### config.mk
export PLATFORM = sky130hd
export DESIGN_NAME = eirq_ext_irq_ch23
export DESIGN_NICKNAME = d
export VERILOG_FILES = /design/src/common/eirq_pkg.sv /design/src/core/eirq_filter_chan.sv /design/src/core/eirq_ext_irq_ch23.sv
export VERILOG_INCLUDE_DIRS = /design/src /design/src/common
export SDC_FILE = /design/constraint.sdc
export NUM_CORES = 1
export LEC_CHECK = 0
export ABC_AREA = 1
export BUFFER_PORTS_ARGS = -buffer_cell sky130_fd_sc_hd__buf_2
export CAP_MARGIN = 10
export CORE_AREA = 5 5 99 101
export CTS_CLUSTER_SIZE = 28
export DETAILED_ROUTE_END_ITERATION = 10
export DIE_AREA = 0 0 104 106
export HOLD_SLACK_MARGIN = 0.06
export PLACE_DENSITY = 0.74
export SYNTH_ARGS = -nofsm -noshare
export SYNTH_HDL_FRONTEND = slang
export SYNTH_SLANG_ARGS = --single-unit
### constraint.sdc
create_clock -name clk_sys -period 2.4 [get_ports clk_sys]
set_input_delay 0.12 -clock clk_sys [delete_from_list [all_inputs] [get_ports clk_sys]]
set_output_delay 0.12 -clock clk_sys [all_outputs]
set_load 0.05 [all_outputs]
### src/common/eirq_defs.svh
`ifndef EIRQ_DEFS_SVH
`define EIRQ_DEFS_SVH
// Register byte addresses (printed offsets are not all multiples of four: index times four)
`define EIRQ_IDX_CH2_CONFIG 12'hFD9
`define EIRQ_IDX_CH3_CONFIG 12'hFDA
`define EIRQ_ADDR_CH2_CONFIG 14'h3F64
`define EIRQ_ADDR_CH3_CONFIG 14'h3F68
`define EIRQ_ADDR_IRQ_STATUS 14'h3F6C
`define EIRQ_ADDR_IRQ_MASK 14'h3F70
`define EIRQ_ADDR_CONTROL 14'h3F74
// Field positions inside a channel configuration register
`define EIRQ_LVL_BIT 4
`define EIRQ_TRIG_MSB 3
`define EIRQ_TRIG_LSB 2
`define EIRQ_RATE_MSB 1
`define EIRQ_RATE_LSB 0
// Reset values
`define EIRQ_CFG_RESET 8'h00
`define EIRQ_MASK_RESET 2'h0
`define EIRQ_CTRL_RESET 3'h0
// Trigger codes
`define EIRQ_TRIG_RISE 2'h0
`define EIRQ_TRIG_FALL 2'h1
`define EIRQ_TRIG_BOTH 2'h2
// Sample dividers: log2 for codes 01..11, slow divider
`define EIRQ_DIV_LOG_1 2
`define EIRQ_DIV_LOG_2 3
`define EIRQ_DIV_LOG_3 4
`define EIRQ_SLOW_DIV 4
// Filter agreement depth in samples
`define EIRQ_FILT_SAMPLES 2
`endif

### src/common/eirq_pkg.sv
package eirq_pkg;
    // Per-channel configuration fields
    typedef struct packed {
        logic capturedLevel;
        logic [1:0] triggerCondition;
        logic [1:0] filterSampleRate;
    } eirq_cfg_t;
    // AXI read answer state
    typedef enum logic [0:0] {EIRQ_RD_IDLE, EIRQ_RD_RESP} eirq_rd_state_t;
    // AXI write answer state
    typedef enum logic [1:0] {EIRQ_WR_IDLE, EIRQ_WR_RESP} eirq_wr_state_t;
    // Filter channel outward signals
    typedef struct packed {
        logic level;
        logic request;
    } eirq_chan_out_t;
endpackage

### src/core/eirq_filter_chan.sv
`timescale 1ns/1ps
`default_nettype none
`include "eirq_defs.svh"
module eirq_filter_chan
    import eirq_pkg::*;
(
    input wire logic clk_sys,
    input wire logic rstSync_n,
    input wire logic pinIn,
    input wire logic chanClockEnable,
    input wire logic slowMode,
    input wire logic lowFreqTick,
    input wire logic [1:0] sampleRate,
    input wire logic [1:0] triggerCondition,
    output eirq_pkg::eirq_chan_out_t chanOut
);
    // Whole channel state
    typedef struct packed {
        logic [2:0] sync;
        logic [3:0] divCnt;
        logic [1:0] slowCnt;
        logic [`EIRQ_FILT_SAMPLES-1:0] hist;
        logic filtered;
        logic request;
    } eirq_chan_state_t;
    eirq_chan_state_t st_q; // Registered state
    eirq_chan_state_t st_d; // Next state
    logic sampleTick; // Filter sample strobe
    logic pinLevel; // Synchronised pin level
    logic rise; // Filtered rising edge
    logic fall; // Filtered falling edge
    // Next state logic
    always_comb
    begin
        st_d = st_q;
        st_d.request = 1'b0;
        sampleTick = 1'b0;
        // Change counts once the second and third stages agree
        pinLevel = (st_q.sync[1] == st_q.sync[2]) ? st_q.sync[2] : st_q.filtered;
        st_d.sync = {st_q.sync[1:0], pinIn};
        if (slowMode)
        begin
            // Slow modes: low-frequency clock divided by four
            if (lowFreqTick)
            begin
                st_d.slowCnt = st_q.slowCnt + 2'h1;
                sampleTick = (st_q.slowCnt == 2'(`EIRQ_SLOW_DIV - 1));
            end
        end
        else
        begin
            // Fast modes: gear clock divided by 1, 4, 8 or 16
            st_d.divCnt = st_q.divCnt + 4'h1;
            case (sampleRate)
                2'h0: sampleTick = 1'b1;
                2'h1: sampleTick = (st_q.divCnt[`EIRQ_DIV_LOG_1-1:0] == '1);
                2'h2: sampleTick = (st_q.divCnt[`EIRQ_DIV_LOG_2-1:0] == '1);
                default: sampleTick = (st_q.divCnt[`EIRQ_DIV_LOG_3-1:0] == '1);
            endcase
        end
        rise = 1'b0;
        fall = 1'b0;
        if (sampleTick)
        begin
            st_d.hist = {st_q.hist[`EIRQ_FILT_SAMPLES-2:0], pinLevel};
            // Level passes only when all samples agree
            if (st_d.hist == '1)
            begin
                st_d.filtered = 1'b1;
                rise = !st_q.filtered;
            end
            else if (st_d.hist == '0)
            begin
                st_d.filtered = 1'b0;
                fall = st_q.filtered;
            end
        end
        // Edge selection
        case (triggerCondition)
            `EIRQ_TRIG_RISE: st_d.request = rise;
            `EIRQ_TRIG_FALL: st_d.request = fall;
            `EIRQ_TRIG_BOTH: st_d.request = rise | fall;
            default: st_d.request = 1'b0;
        endcase
        // Stopped clock holds the channel frozen
        if (!chanClockEnable)
        begin
            st_d = st_q;
            st_d.request = 1'b0;
        end
    end
    // State register
    always_ff @(posedge clk_sys or negedge rstSync_n)
    begin
        if (!rstSync_n)
            st_q <= '0;
        else
            st_q <= st_d;
    end
    assign chanOut.level = st_q.filtered;
    assign chanOut.request = st_q.request;
endmodule
`default_nettype wire

### src/core/eirq_ext_irq_ch23.sv
// Summary of operation
// - Bit 4 captures filtered level at request
// - Captured level zero after reset, else level
// - Trigger code 00 requests on rising edge
// - Trigger code 01 requests on falling edge
// - Code 10 both edges; 11 reserved
// - Fast modes sample gear clock /1,/4,/8,/16
// - Slow modes sample low-frequency clock /4
// - Bits 7 to 5 read zero
// - Captured level refreshed at every request
// - Clock enable low stops channel, invalidates config
//
// Our own choice: the AXI4-Lite slave port.
`timescale 1ns/1ps
`default_nettype none
`include "eirq_defs.svh"
module eirq_ext_irq_ch23
    import eirq_pkg::*;
(
    input wire logic clk_sys,
    input wire logic rst_n,
    input wire logic [13:0] s_axi_awaddr,
    input wire logic s_axi_awvalid,
    output logic s_axi_awready,
    input wire logic [31:0] s_axi_wdata,
    input wire logic [3:0] s_axi_wstrb,
    input wire logic s_axi_wvalid,
    output logic s_axi_wready,
    output logic [1:0] s_axi_bresp,
    output logic s_axi_bvalid,
    input wire logic s_axi_bready,
    input wire logic [13:0] s_axi_araddr,
    input wire logic s_axi_arvalid,
    output logic s_axi_arready,
    output logic [31:0] s_axi_rdata,
    output logic [1:0] s_axi_rresp,
    output logic s_axi_rvalid,
    input wire logic s_axi_rready,
    input wire logic ext_irq_ch2,
    input wire logic ext_irq_ch3,
    input wire logic lowFreqClock,
    output logic [1:0] chanRequest,
    output logic irq
);
    import eirq_pkg::*;
    // Whole top-level state
    typedef struct packed {
        eirq_cfg_t [1:0] cfg;
        logic [1:0] status;
        logic [1:0] mask;
        logic [2:0] ctrl;
        logic [2:0] lfSync;
        logic lfLevel;
        logic awHeld;
        logic [13:0] awAddr;
        logic wHeld;
        logic [31:0] wData;
        logic [3:0] wStrb;
        eirq_wr_state_t wrState;
        logic bErr;
        eirq_rd_state_t rdState;
        logic [31:0] rData;
        logic rErr;
    } eirq_top_state_t;
    eirq_top_state_t st_q; // Registered state
    eirq_top_state_t st_d; // Next state
    logic [1:0] rstPipe_q; // Reset release synchroniser
    logic rstSync_n; // Synchronised reset
    logic [1:0] pins; // Pin inputs per channel
    eirq_chan_out_t [1:0] chanOut; // Filter outputs
    logic [1:0] chanClockEnable; // Per-channel clock enable
    logic slowMode; // Slow or sleep mode selected
    logic lowFreqTick; // One-cycle pulse per low-frequency rising edge
    logic wrFire; // Write executes this cycle
    logic [31:0] wrMasked; // Low write byte gated by strobe 0, upper bytes zero
    // Reads a register word for an address; flags unmapped
    function automatic logic [32:0] eirq_read(input eirq_top_state_t s, input logic [13:0] a);
        logic [32:0] r;
        r = '0;
        case (a)
            `EIRQ_ADDR_CH2_CONFIG: r[4:0] = s.cfg[0];
            `EIRQ_ADDR_CH3_CONFIG: r[4:0] = s.cfg[1];
            `EIRQ_ADDR_IRQ_STATUS: r[1:0] = s.status;
            `EIRQ_ADDR_IRQ_MASK: r[1:0] = s.mask;
            `EIRQ_ADDR_CONTROL: r[2:0] = s.ctrl;
            default: r[32] = 1'b1;
        endcase
        return r;
    endfunction
    // Reset release through two flip-flops
    always_ff @(posedge clk_sys or negedge rst_n)
    begin
        if (!rst_n)
            rstPipe_q <= 2'h0;
        else
            rstPipe_q <= {rstPipe_q[0], 1'b1};
    end
    assign rstSync_n = rstPipe_q[1];
    assign pins = {ext_irq_ch3, ext_irq_ch2};
    assign chanClockEnable = st_q.ctrl[1:0];
    assign slowMode = st_q.ctrl[2];
    assign lowFreqTick = (st_q.lfSync[1] == st_q.lfSync[2]) && st_q.lfSync[2] && !st_q.lfLevel;
    assign wrFire = st_q.awHeld && st_q.wHeld && (st_q.wrState == EIRQ_WR_IDLE);
    // Strobe gating of the low byte
    assign wrMasked = {24'h0, st_q.wStrb[0] ? st_q.wData[7:0] : 8'h00};
    // Filter and edge detector per channel
    genvar gi;
    generate
        for (gi = 0; gi < 2; gi++)
        begin : gChan
            eirq_filter_chan uChan (
                .clk_sys(clk_sys),
                .rstSync_n(rstSync_n),
                .pinIn(pins[gi]),
                .chanClockEnable(chanClockEnable[gi]),
                .slowMode(slowMode),
                .lowFreqTick(lowFreqTick),
                .sampleRate(st_q.cfg[gi].filterSampleRate),
                .triggerCondition(st_q.cfg[gi].triggerCondition),
                .chanOut(chanOut[gi])
            );
        end
    endgenerate
    // Next state: bus slave, registers, interrupt status
    always_comb
    begin
        logic [32:0] rd;
        rd = '0;
        st_d = st_q;
        // Low-frequency clock sampled through three stages
        st_d.lfSync = {st_q.lfSync[1:0], lowFreqClock};
        if (st_q.lfSync[1] == st_q.lfSync[2])
            st_d.lfLevel = st_q.lfSync[2];
        // Address and data taken in either order
        if (s_axi_awvalid && !st_q.awHeld)
        begin
            st_d.awHeld = 1'b1;
            st_d.awAddr = s_axi_awaddr;
        end
        if (s_axi_wvalid && !st_q.wHeld)
        begin
            st_d.wHeld = 1'b1;
            st_d.wData = s_axi_wdata;
            st_d.wStrb = s_axi_wstrb;
        end
        // Register write
        if (wrFire)
        begin
            st_d.awHeld = 1'b0;
            st_d.wHeld = 1'b0;
            st_d.wrState = EIRQ_WR_RESP;
            st_d.bErr = 1'b0;
            case (st_q.awAddr)
                `EIRQ_ADDR_CH2_CONFIG:
                    if (chanClockEnable[0])
                        st_d.cfg[0][3:0] = wrMasked[3:0];
                `EIRQ_ADDR_CH3_CONFIG:
                    if (chanClockEnable[1])
                        st_d.cfg[1][3:0] = wrMasked[3:0];
                `EIRQ_ADDR_IRQ_STATUS: st_d.status = st_q.status & ~wrMasked[1:0];
                `EIRQ_ADDR_IRQ_MASK: st_d.mask = wrMasked[1:0];
                `EIRQ_ADDR_CONTROL: st_d.ctrl = wrMasked[2:0];
                default: st_d.bErr = 1'b1;
            endcase
        end
        // Write response
        case (st_q.wrState)
            EIRQ_WR_RESP:
                if (s_axi_bready)
                    st_d.wrState = EIRQ_WR_IDLE;
            default: ;
        endcase
        // Read path
        case (st_q.rdState)
            EIRQ_RD_IDLE:
                if (s_axi_arvalid)
                begin
                    rd = eirq_read(st_q, s_axi_araddr);
                    st_d.rData = rd[31:0];
                    st_d.rErr = rd[32];
                    st_d.rdState = EIRQ_RD_RESP;
                end
            EIRQ_RD_RESP:
                if (s_axi_rready)
                    st_d.rdState = EIRQ_RD_IDLE;
            default: st_d.rdState = EIRQ_RD_IDLE;
        endcase
        // Disabled channel loses its configuration
        for (int i = 0; i < 2; i++)
        begin
            if (!st_d.ctrl[i])
                st_d.cfg[i] = 5'(`EIRQ_CFG_RESET);
            if (chanOut[i].request)
            begin
                st_d.cfg[i].capturedLevel = chanOut[i].level;
                st_d.status[i] = 1'b1; // Set wins over clear
            end
        end
    end
    // State register
    always_ff @(posedge clk_sys or negedge rstSync_n)
    begin
        if (!rstSync_n)
            st_q <= '0;
        else
            st_q <= st_d;
    end
    // Bus handshake and data outputs
    assign s_axi_awready = !st_q.awHeld;
    assign s_axi_wready = !st_q.wHeld;
    assign s_axi_bvalid = (st_q.wrState == EIRQ_WR_RESP);
    assign s_axi_bresp = st_q.bErr ? 2'h2 : 2'h0;
    assign s_axi_arready = (st_q.rdState == EIRQ_RD_IDLE);
    assign s_axi_rvalid = (st_q.rdState == EIRQ_RD_RESP);
    assign s_axi_rdata = st_q.rData;
    assign s_axi_rresp = st_q.rErr ? 2'h2 : 2'h0;
    assign chanRequest = {chanOut[1].request, chanOut[0].request};
    assign irq = |(st_q.status & st_q.mask);

    // Captured level follows filtered level one cycle after a request
    AST_LVL_CAPTURE: assert property (@(posedge clk_sys) disable iff (!rstSync_n)
        chanOut[0].request |=> st_q.cfg[0].capturedLevel == $past(chanOut[0].level))
        else $error("captured level wrong");
    AST_LVL_RESET: assert property (@(posedge clk_sys) disable iff (!rstSync_n)
        $rose(rstSync_n) |-> st_q.cfg[1].capturedLevel == 1'b0)
        else $error("captured level not zero after reset");
    AST_RISE_ONLY: assert property (@(posedge clk_sys) disable iff (!rstSync_n)
        (st_q.cfg[0].triggerCondition == 2'h0) && chanOut[0].request |-> chanOut[0].level)
        else $error("rise mode fired on falling level");
    AST_FALL_ONLY: assert property (@(posedge clk_sys) disable iff (!rstSync_n)
        (st_q.cfg[0].triggerCondition == 2'h1) && chanOut[0].request |-> !chanOut[0].level)
        else $error("fall mode fired on rising level");
    AST_RESERVED_QUIET: assert property (@(posedge clk_sys) disable iff (!rstSync_n)
        ($past(st_q.cfg[1].triggerCondition) == 2'h3) && $stable(st_q.cfg[1]) |-> !chanOut[1].request)
        else $error("reserved code raised a request");
    AST_HIGH_BITS_ZERO: assert property (@(posedge clk_sys) disable iff (!rstSync_n)
        s_axi_rvalid |-> s_axi_rdata[31:5] == 27'h0)
        else $error("upper read bits not zero");
    AST_DISABLED_CLEARS: assert property (@(posedge clk_sys) disable iff (!rstSync_n)
        !st_q.ctrl[0] |=> st_q.cfg[0] == 5'h0)
        else $error("disabled channel kept configuration");
    // Unmasked request raises the interrupt line on the next cycle
    AST_IRQ_LEVEL: assert property (@(posedge clk_sys) disable iff (!rstSync_n)
        chanOut[0].request && st_q.mask[0] |=> irq)
        else $error("irq mismatch");
    // Masked-off status keeps the interrupt line low
    AST_IRQ_MASKED: assert property (@(posedge clk_sys) disable iff (!rstSync_n)
        (st_q.mask == 2'h0) |-> !irq)
        else $error("irq raised while masked");
    // Enabled channel takes the written trigger and rate fields
    AST_CFG_LANDS: assert property (@(posedge clk_sys) disable iff (!rstSync_n)
        wrFire && (st_q.awAddr == `EIRQ_ADDR_CH2_CONFIG) && st_q.ctrl[0]
        |=> st_q.cfg[0][3:0] == $past(wrMasked[3:0]))
        else $error("config write lost");
    // Writing a one clears the status bit unless a new request sets it
    AST_STATUS_W1C: assert property (@(posedge clk_sys) disable iff (!rstSync_n)
        wrFire && (st_q.awAddr == `EIRQ_ADDR_IRQ_STATUS) && wrMasked[0] && !chanOut[0].request
        |=> !st_q.status[0])
        else $error("status bit not cleared");
    // Write answer holds until the master accepts it
    AST_BVALID_HOLD: assert property (@(posedge clk_sys) disable iff (!rstSync_n)
        s_axi_bvalid && !s_axi_bready |=> s_axi_bvalid)
        else $error("write answer dropped early");
    // Read answer and its data hold until the master accepts them
    AST_RVALID_HOLD: assert property (@(posedge clk_sys) disable iff (!rstSync_n)
        s_axi_rvalid && !s_axi_rready |=> s_axi_rvalid && $stable(s_axi_rdata))
        else $error("read answer dropped early");
    // Write answer only follows an executed write
    AST_B_AFTER_WRITE: assert property (@(posedge clk_sys) disable iff (!rstSync_n)
        $rose(s_axi_bvalid) |-> $past(wrFire))
        else $error("write answer without write");
    // Request sets status, then cover points for the main scenarios
    AST_REQ_SETS_STATUS: assert property (@(posedge clk_sys) disable iff (!rstSync_n)
        chanOut[1].request |=> st_q.status[1])
        else $error("request lost");
    COV_REQ2: cover property (@(posedge clk_sys) disable iff (!rstSync_n) chanOut[0].request);
    COV_BOTH3: cover property (@(posedge clk_sys) disable iff (!rstSync_n)
        chanOut[1].request && st_q.cfg[1].triggerCondition == 2'h2);
    COV_SLOW: cover property (@(posedge clk_sys) disable iff (!rstSync_n) slowMode && chanOut[0].request);
    COV_IRQ: cover property (@(posedge clk_sys) disable iff (!rstSync_n) $rose(irq));
endmodule
`default_nettype wire

Word-level counts from Yosys, hierarchy flattened. Index checks and enable logic that the tools add are counted.

Register bits after elaboration: 111. Input port bits: 74. Output and inout bits: 44. Logic and storage cells: 190.

Add/sub/neg operators: 4. Eq/ne operators: 40. Mux-type cells: 59. Bitwise logic cells: 7. Reductions and logical operators: 44.

Operators with widths (count): $eq 14x14->1 const B (10); $mux 37 (1); $mux 34 (1); $mux 1 (31); $mux 4 (6); $eq 2x2->1 const B (10); $reduce_and 2->1 (9); $reduce_and 3->1 (6); $reduce_bool 2->1 (8); $mux 15 (1); $pmux 1 s3 (5); $logic_not 2->1 (7); $mux 2 (6); $ne 2x1->1 const B (6); $mux 11 (1); $eq 2x1->1 const B (5); $mux 5 (2); $pmux 2 s5 (1); $reduce_or 5->1 (2); $add 4x1->4 const B (2); $eq 4x4->1 const B (2); $eq 3x3->1 const B (2); $logic_and 1x1->1 (6); $mux 3 (2); other kinds (11) (22).

Longest topological paths before layout. Gate-level depths: netlist of the first run.

Depth after elaboration: 9. Depth in mapped cells: 11. Gate-level depth less buffers: 11.

By module. Synthesis of the first run repeated with hierarchy kept, for this count alone.

Cells, all modules: 444. Area total of the unflattened synthesis: 4052.6 µm².

By module, submodules not included: eirq_ext_irq_ch23 (instances 1, cells each 310, area each 2763.9 µm², seq. area each 1351.3 µm²); eirq_filter_chan (instances 2, cells each 67, area each 644.4 µm², seq. area each 300.3 µm²).

Worst setup path after synthesis of the first run. Ideal clock, no wire load.

Kind: reg2reg. From: register st_q, in the netlist s_axi_rvalid. To: register st_q, in the netlist s_axi_rdata[0]. Library setup time: 0.077 ns. Arrival: 1.617 ns. Data required time: 2.323 ns. Path slack: 0.705 ns. Cell stages (with the launch flop): 7. Buffers on the path: 0. Clock period less this slack: 1.695 ns. Cells stage by stage: dfrtp_1 -> inv_1 -> nand2_1 -> clkinv_1 -> nand2_1 -> inv_1 -> a21oi_1.

Cells in the longest elaborated chain, start to end: 2.

Ends and longest elaborated chain: start, declared (RTL line eirq_ext_irq_ch23.sv:65) `eirq_top_state_t st_q;`; start signal, assigned (RTL line eirq_ext_irq_ch23.sv:206) `st_q <= st_d;`; $not 1->1 (no line); named net s_axi_arready (RTL line eirq_ext_irq_ch23.sv:34) `output logic s_axi_arready,`; $reduce_and 2->1 (no line).

The timed path passes the listed nets, and every way through them passes these cells. A chain may end at the register's enable or synchronous reset.

==> results of run 1 <==
## stage by stage
| step | cells | total power, W | hold WS, ps | cell area (µm²) | util (%) |
|---|---|---|---|---|---|
| 2_1_floorplan | 470 | 0.00263 | -176 | 4160 | - |
| 3_3_place_gp | 595 | 0.00276 | -94.9 | 4290 | 48.0 |
| 3_5_place_dp | 595 | 0.00281 | -93.2 | 4290 | 48.0 |
| 4_1_cts | 638 | 0.00385 | 77.2 | 4760 | 53.3 |
| 5_1_grt | 638 | 0.00405 | 99.8 | 4760 | 53.3 |
| 6_report | 638 | 0.00382 | 84.0 | 4760 | 53.3 |
## state kept, by name, indices dropped and copies added, names as in the netlist
register,flops
s_axi_rvalid,1
chanClockEnable,2
gChan.uChan.st_q,20
slowMode,1
rstPipe_q,2
st_d,2
st_q,41
gChan.uChan.chanOut,4
s_axi_rdata,5
## worst reg2reg max path, delay by kind of cell, from the launching register on
family | cells | cell delay (ps)
AND/OR/NAND/NOR | 8 | 1050
flip-flops | 1 | 420
## routing by layer
metal  track usage, %  up-vias  part of all wire [%]  wire [µm]
li1                 -     1547                     -          -
met1             18.2     1469                    43       3470
met2             26.3      110                    48       3940
met3             4.49       14                   6.8        550
met4             6.38        0                   2.2        177
met5                0        -                     0          0
## worst max-delay path by stage
stage / cells past startpoint / endpoint / startpoint
2_1_floorplan: 0 / chanClockEnable[0]$_DFF_PN0_ / rstPipe_q[1]$_DFF_PN0_
3_3_place_gp: 10 / gChan[0].uChan.chanOut[1]$_DFFE_PN0P_ / gChan[0].uChan.st_q[6]$_DFFE_PN0P_
3_5_place_dp: 10 / gChan[0].uChan.chanOut[1]$_DFFE_PN0P_ / gChan[0].uChan.st_q[6]$_DFFE_PN0P_
4_1_cts: 10 / gChan[0].uChan.chanOut[1]$_DFFE_PN0P_ / gChan[0].uChan.st_q[6]$_DFFE_PN0P_
5_1_grt: 9 / gChan[1].uChan.chanOut[1]$_DFFE_PN0P_ / gChan[1].uChan.st_q[6]$_DFFE_PN0P_
6_report: 8 / st_q[100]$_DFFE_PN0P_ / st_q[36]$_DFF_PN0_
## report_power, final
part           switching, W  internal (W)  leakage [nW]  total (W)
clock network      0.000458      0.000537        0.0996   0.000995
registers          0.000170       0.00154         0.987    0.00171
logic              0.000748      0.000362          1.32    0.00111
## synth_stat cells (3+ instances only)
| cell type | count |
|---|---|
| a21oi_1 | 11 |
| buf_2 | 4 |
| buf_4 | 38 |
| dfrtp_1 | 78 |
| ha_1 | 11 |
| inv_1 | 37 |
| inv_2 | 7 |
| mux2_2 | 24 |
| nand2_1 | 84 |
| nand2_2 | 8 |
| nand3_1 | 23 |
| nand4_1 | 25 |
| nor2_1 | 35 |
| nor2_2 | 3 |
| nor2_4 | 3 |
| nor3_1 | 4 |
| o211ai_1 | 3 |
| o21ai_0 | 15 |
| o21ai_1 | 3 |
| xnor2_1 | 5 |
## repair_timing
action,in CTS,in global routing
endpoints found under the hold margin,26,0
hold buffers,27,0
resized for setup,0,0
endpoints found under the setup margin,0,0
## kinds of logic after synthesis
kind of cell	count (synthesis)	synth area share, %
AOI/OAI and AO/OA	39	5.40
xor gates and xnor gates	7	1.51
adders and majority gates	11	3.39
buffers and inverters	90	12.2
DFF	78	48.1
muxes	24	6.66
other	2	0.185
and+or+nand+nor	191	22.5
## final cells by class
type	count	area (µm²)	share of cell area (%)
Sequential cell	78	1950	41.0
Multi-Input combinational cell	302	1710	36.0
Timing Repair Buffer	86	583	12.3
Inverter	45	169	3.55
Clock buffer	13	159	3.34
Tap cell	111	139	2.92
Clock inverter	3	42.5	0.894
==> impl_metrics.tcl, run 1 <==
set metrics [dict create \
    wl_per_cell_um 12.7 \
    syn_area_per_cell_um2 9.18 \
    antenna_cells 0 \
    syn_area_mm2 0.00406 \
    finalSetupViolations 0 \
    final_cell_mix "nand2_1, dfrtp_1, buf_2" \
    rows 35 \
    dpl_worst_slack_ps 841 \
    h-tree-depth 3 \
    syn_inst 442 \
    fin_crit_sh_pct 65.5 \
    drt-initial-drc-count 122 \
    gr-total-overflow 0 \
    path_cells "nor3_4 -> nand3_2 -> nand2_1 -> nand2_2 -> nand2_2 -> nand2_2 -> nand2_1 -> nand2_1" \
    ys_seq_elements 78 \
    vias 3140 \
    core_mm2 0.00893 \
    status "completed" \
    numCtsBuffers 9 \
    portBuffers 57 \
    max_freq_mhz 636 \
    wirelength_um 8130 \
    initial_core_util_pct 45.4 \
    grt_use_total_pct 15.4 \
    ys.warnings.count 0 \
    nFillCells 801 \
    layout-drive-gt1-share_pct 23.5 \
    final_common_cell "nand2_1" \
    drv_cap 0 \
    r2r-start "st_q[36]$_DFF_PN0_" \
    p_leak_nw 2.41 \
    r2r-end "st_q[100]$_DFFE_PN0P_" \
    cp-end-kind "flip-flop" \
    synth_top_area_share_pct 48.1 \
    grt_pass1_wl_um 14200 \
    cp-start-kind "flip-flop" \
    dieWidth_um 104 \
    first_pass_iters 4 \
    cts_setup_buffers 0 \
    slew_viol_final 0 \
    setup_slack_ps 828 \
    critPathKind "reg2reg" \
    nets 607 \
    antenna_found_initial 0 \
    min_to "s_axi_rdata[2]$_DFFE_PN0P_" \
    cts_buffer_depth 2 \
    die_area_mm2 0.0110 \
    clock_latency_ps 350 \
    vias_per_cell 4.92 \
    r2r_slack_ps 830 \
    synth.distinct_cells 35 \
    min_path_type "in2reg" \
    slew_headroom_pct 55.4 \
    hold_violations 0 \
    gp_congestion 0.822 \
    cts_sinks 78 \
    power_density_mw_per_mm2 802 \
    synth_edf_count 0 \
    ctsRootBufferMaster "clkbuf_8" \
    synth-seq-area-share_pct 48.1 \
    synth_ff_type "dfrtp_1" \
    fin_crit_ps 1570 \
    num_io_pins 118 \
    drc 0 \
    r2r_cells 8 \
    worstPathMaxFanout 8 \
    die_y_um 106 \
    cp.arrival_ps 1800 \
    hold_depth 4 \
    crit_family "simple AND/OR/NAND/NOR gates" \
    tns_ps 0 \
    synth-async-reset-ratio_pct 100 \
    drtAntennaViolNets 0 \
    worstPathRequired_ps 2630 \
    clkTransAtPathRegs_ps 80 \
    clock_skew_ps 9.77 \
    min_from "s_axi_arvalid" \
    max_stage_delay_ps 420 \
    yosysTopAreaCell "dfrtp_1" \
    rsz0062_at_grt "false" \
    peakVddDrop_mv 0.716 \
    area_growth_pct 17.3 \
    cp_slowest_cell "dfrtp_1" \
    grt_pass1_vias 3157 \
    cts_tree "done" \
    grt_max_degree 40 \
    hpwl_um 6050 \
    worst_pin_slew_ps 668 \
    critPathBufInv 0 \
    synth_area_leaders "dfrtp_1, nand2_1, buf_4" \
]
Note: power is estimated with default switching activity, not from simulation.
==> run 2: changes to the inputs <==
Clock period 2.4 ns to 1.4 ns, I/O delays scaled along.
==> impl_metrics.tcl, run 2 (synthesized netlist as in run 1, its figures left out) <==
set metrics [dict create \
    hpwl_um 5990 \
    antenna_cells 0 \
    grt_pass1_wl_um 14600 \
    cts_tree "done" \
    wl_per_cell_um 12.8 \
    wirelength_um 8710 \
    gp_congestion 0.841 \
    critPathKind "reg2reg" \
    grt_use_total_pct 15.7 \
    finalSetupViolations 16 \
    p_leak_nw 2.63 \
    r2r-start "st_q[75]$_DFFE_PN0P_" \
    cp.arrival_ps 1730 \
    clock_skew_ps 10.9 \
    die_area_mm2 0.0110 \
    fin_crit_sh_pct 107 \
    clkTransAtPathRegs_ps 80 \
    drt-initial-drc-count 141 \
    final_common_cell "nand2_1" \
    rsz0062_at_grt "true" \
    nets 649 \
    worstPathRequired_ps 1640 \
    grt_pass1_vias 3303 \
    h-tree-depth 3 \
    fin_crit_ps 1490 \
    min_path_type "in2reg" \
    max_freq_mhz 670 \
    setup_slack_ps -93.4 \
    hold_violations 0 \
    critPathLaunch "st_q[75]$_DFFE_PN0P_" \
    status "finished, violations left" \
    portBuffers 57 \
    power_density_mw_per_mm2 1360 \
    dieWidth_um 104 \
    gr-total-overflow 0 \
    layout-drive-gt1-share_pct 34.0 \
    first_pass_iters 6 \
    cp-end-kind "flip-flop" \
    numCtsBuffers 9 \
    violations "negative setup slack" \
    switching_share_pct 35.3 \
    num_io_pins 118 \
    vias 3319 \
    largest_reg_flops 41 \
    whs_ps 115 \
    core_mm2 0.00893 \
    stdcell_area_mm2 0.00528 \
    rows 35 \
    slew_viol_final 0 \
    pwr-share-comb_pct 34.6 \
    drc 0 \
    cp-start-kind "flip-flop" \
    power.switching_w 0.00254 \
    cts_sinks 78 \
    r2r_slack_ps -90 \
    cts_buffer_depth 2 \
    final_cell_mix "nand2_1, dfrtp_1, buf_2" \
    ctsRootBufferMaster "clkbuf_8" \
    power_frac_seq_pct 40.7 \
    drv_cap 0 \
    vias_per_cell 4.89 \
    antenna_found_initial 0 \
    area_growth_pct 30.1 \
    top_register "st_q" \
    worstPathMaxFanout 6 \
    initial_core_util_pct 45.4 \
    dpl-instance-area_mm2 0.00448 \
    peakVddDrop_mv 1.39 \
    clock_latency_ps 350 \
    die_y_um 106 \
    grt_max_degree 77 \
    min_from "s_axi_awvalid" \
    p_clk_share_pct 24.7 \
    intPower_w 0.00466 \
    drtAntennaViolNets 0 \
    tns_ps -838 \
]
run 2: changes by cell type in the layout (fill, tap and decap cells not counted), moves of 4 or more:
cell     previous run  this run
o21ai_0            15        10
nand2_1            84        77
nor2_1             35        31
nor2_4              3         7
ha_1               11         7
buf_4               1        40
o21ai_1             3         7
run 2: layout make-up:
class / instances / area, µm²
multi-input cells: 302 / 1870
clock buffers: 10 / 128
repair buffers: 128 / 930
well taps: 111 / 139
clock inverters: 5 / 75.1
fillers: 743 / 3660
inverters: 45 / 181
flip-flops and latches: 78 / 1960
run 2: worst max-delay path, stage by stage, from the launching register on:
cell,delay (ps)
dfrtp_1,420
nor2_4,150
nand3_4,90
nor2_4,180
nand3_4,110
nand2_1,90
nand2_2,90
buf_12,140
nand4_1,60
nand2_1,50
run 2: per-stage QoR:
stage	utilization (%)	total power (W)	instances	setup slack (ps)
after floorplan	-	0.00456	470	-54.9
after global placement	50.1	0.00496	616	-37.1
after detailed placement	50.1	0.00504	616	-119
after CTS	56.9	0.00701	669	-103
after global routing	59.1	0.00766	679	-219
final	59.1	0.00720	679	-93.4
run 2: path summary, 6_finish.rpt:
kind,to,cells after the start
max,st_q[108]$_DFFE_PN0P_,9
min,st_q[88]$_DFFE_PN0P_,3
max reg2reg,st_q[108]$_DFFE_PN0P_,9
min reg2reg,st_q[79]$_DFFE_PN0P_,1
max in group asynchronous,rstPipe_q[1]$_DFF_PN0_,3
min in group asynchronous,st_q[79]$_DFFE_PN0P_,1
run 2: metal layers:
layer | up-vias | GRT usage, % | part of all wire (%)
li1 | 1634 | - | -
met1 | 1564 | 18.2 | 42
met2 | 105 | 27.8 | 50
met3 | 16 | 4.74 | 6.6
met4 | 0 | 5.27 | 1.8
met5 | - | 0 | 0
run 2: power groups by stage:
| stage | registers, W | clock network [W] | logic, W |
|---|---|---|---|
| floorplan | 0.00296 | 0 | 0.00160 |
| global placement | 0.00293 | 0 | 0.00202 |
| detailed placement | 0.00296 | 0 | 0.00208 |
| CTS | 0.00291 | 0.00181 | 0.00228 |
| global route | 0.00299 | 0.00195 | 0.00273 |
| finish | 0.00293 | 0.00178 | 0.00249 |
run 2: what timing repair did:
action,CTS,global route
pin swaps,14,24
resized for setup,12,32
setup endpoints to repair,17,25
setup buffers,10,11
hold endpoints to repair,28,0
hold buffers,28,0
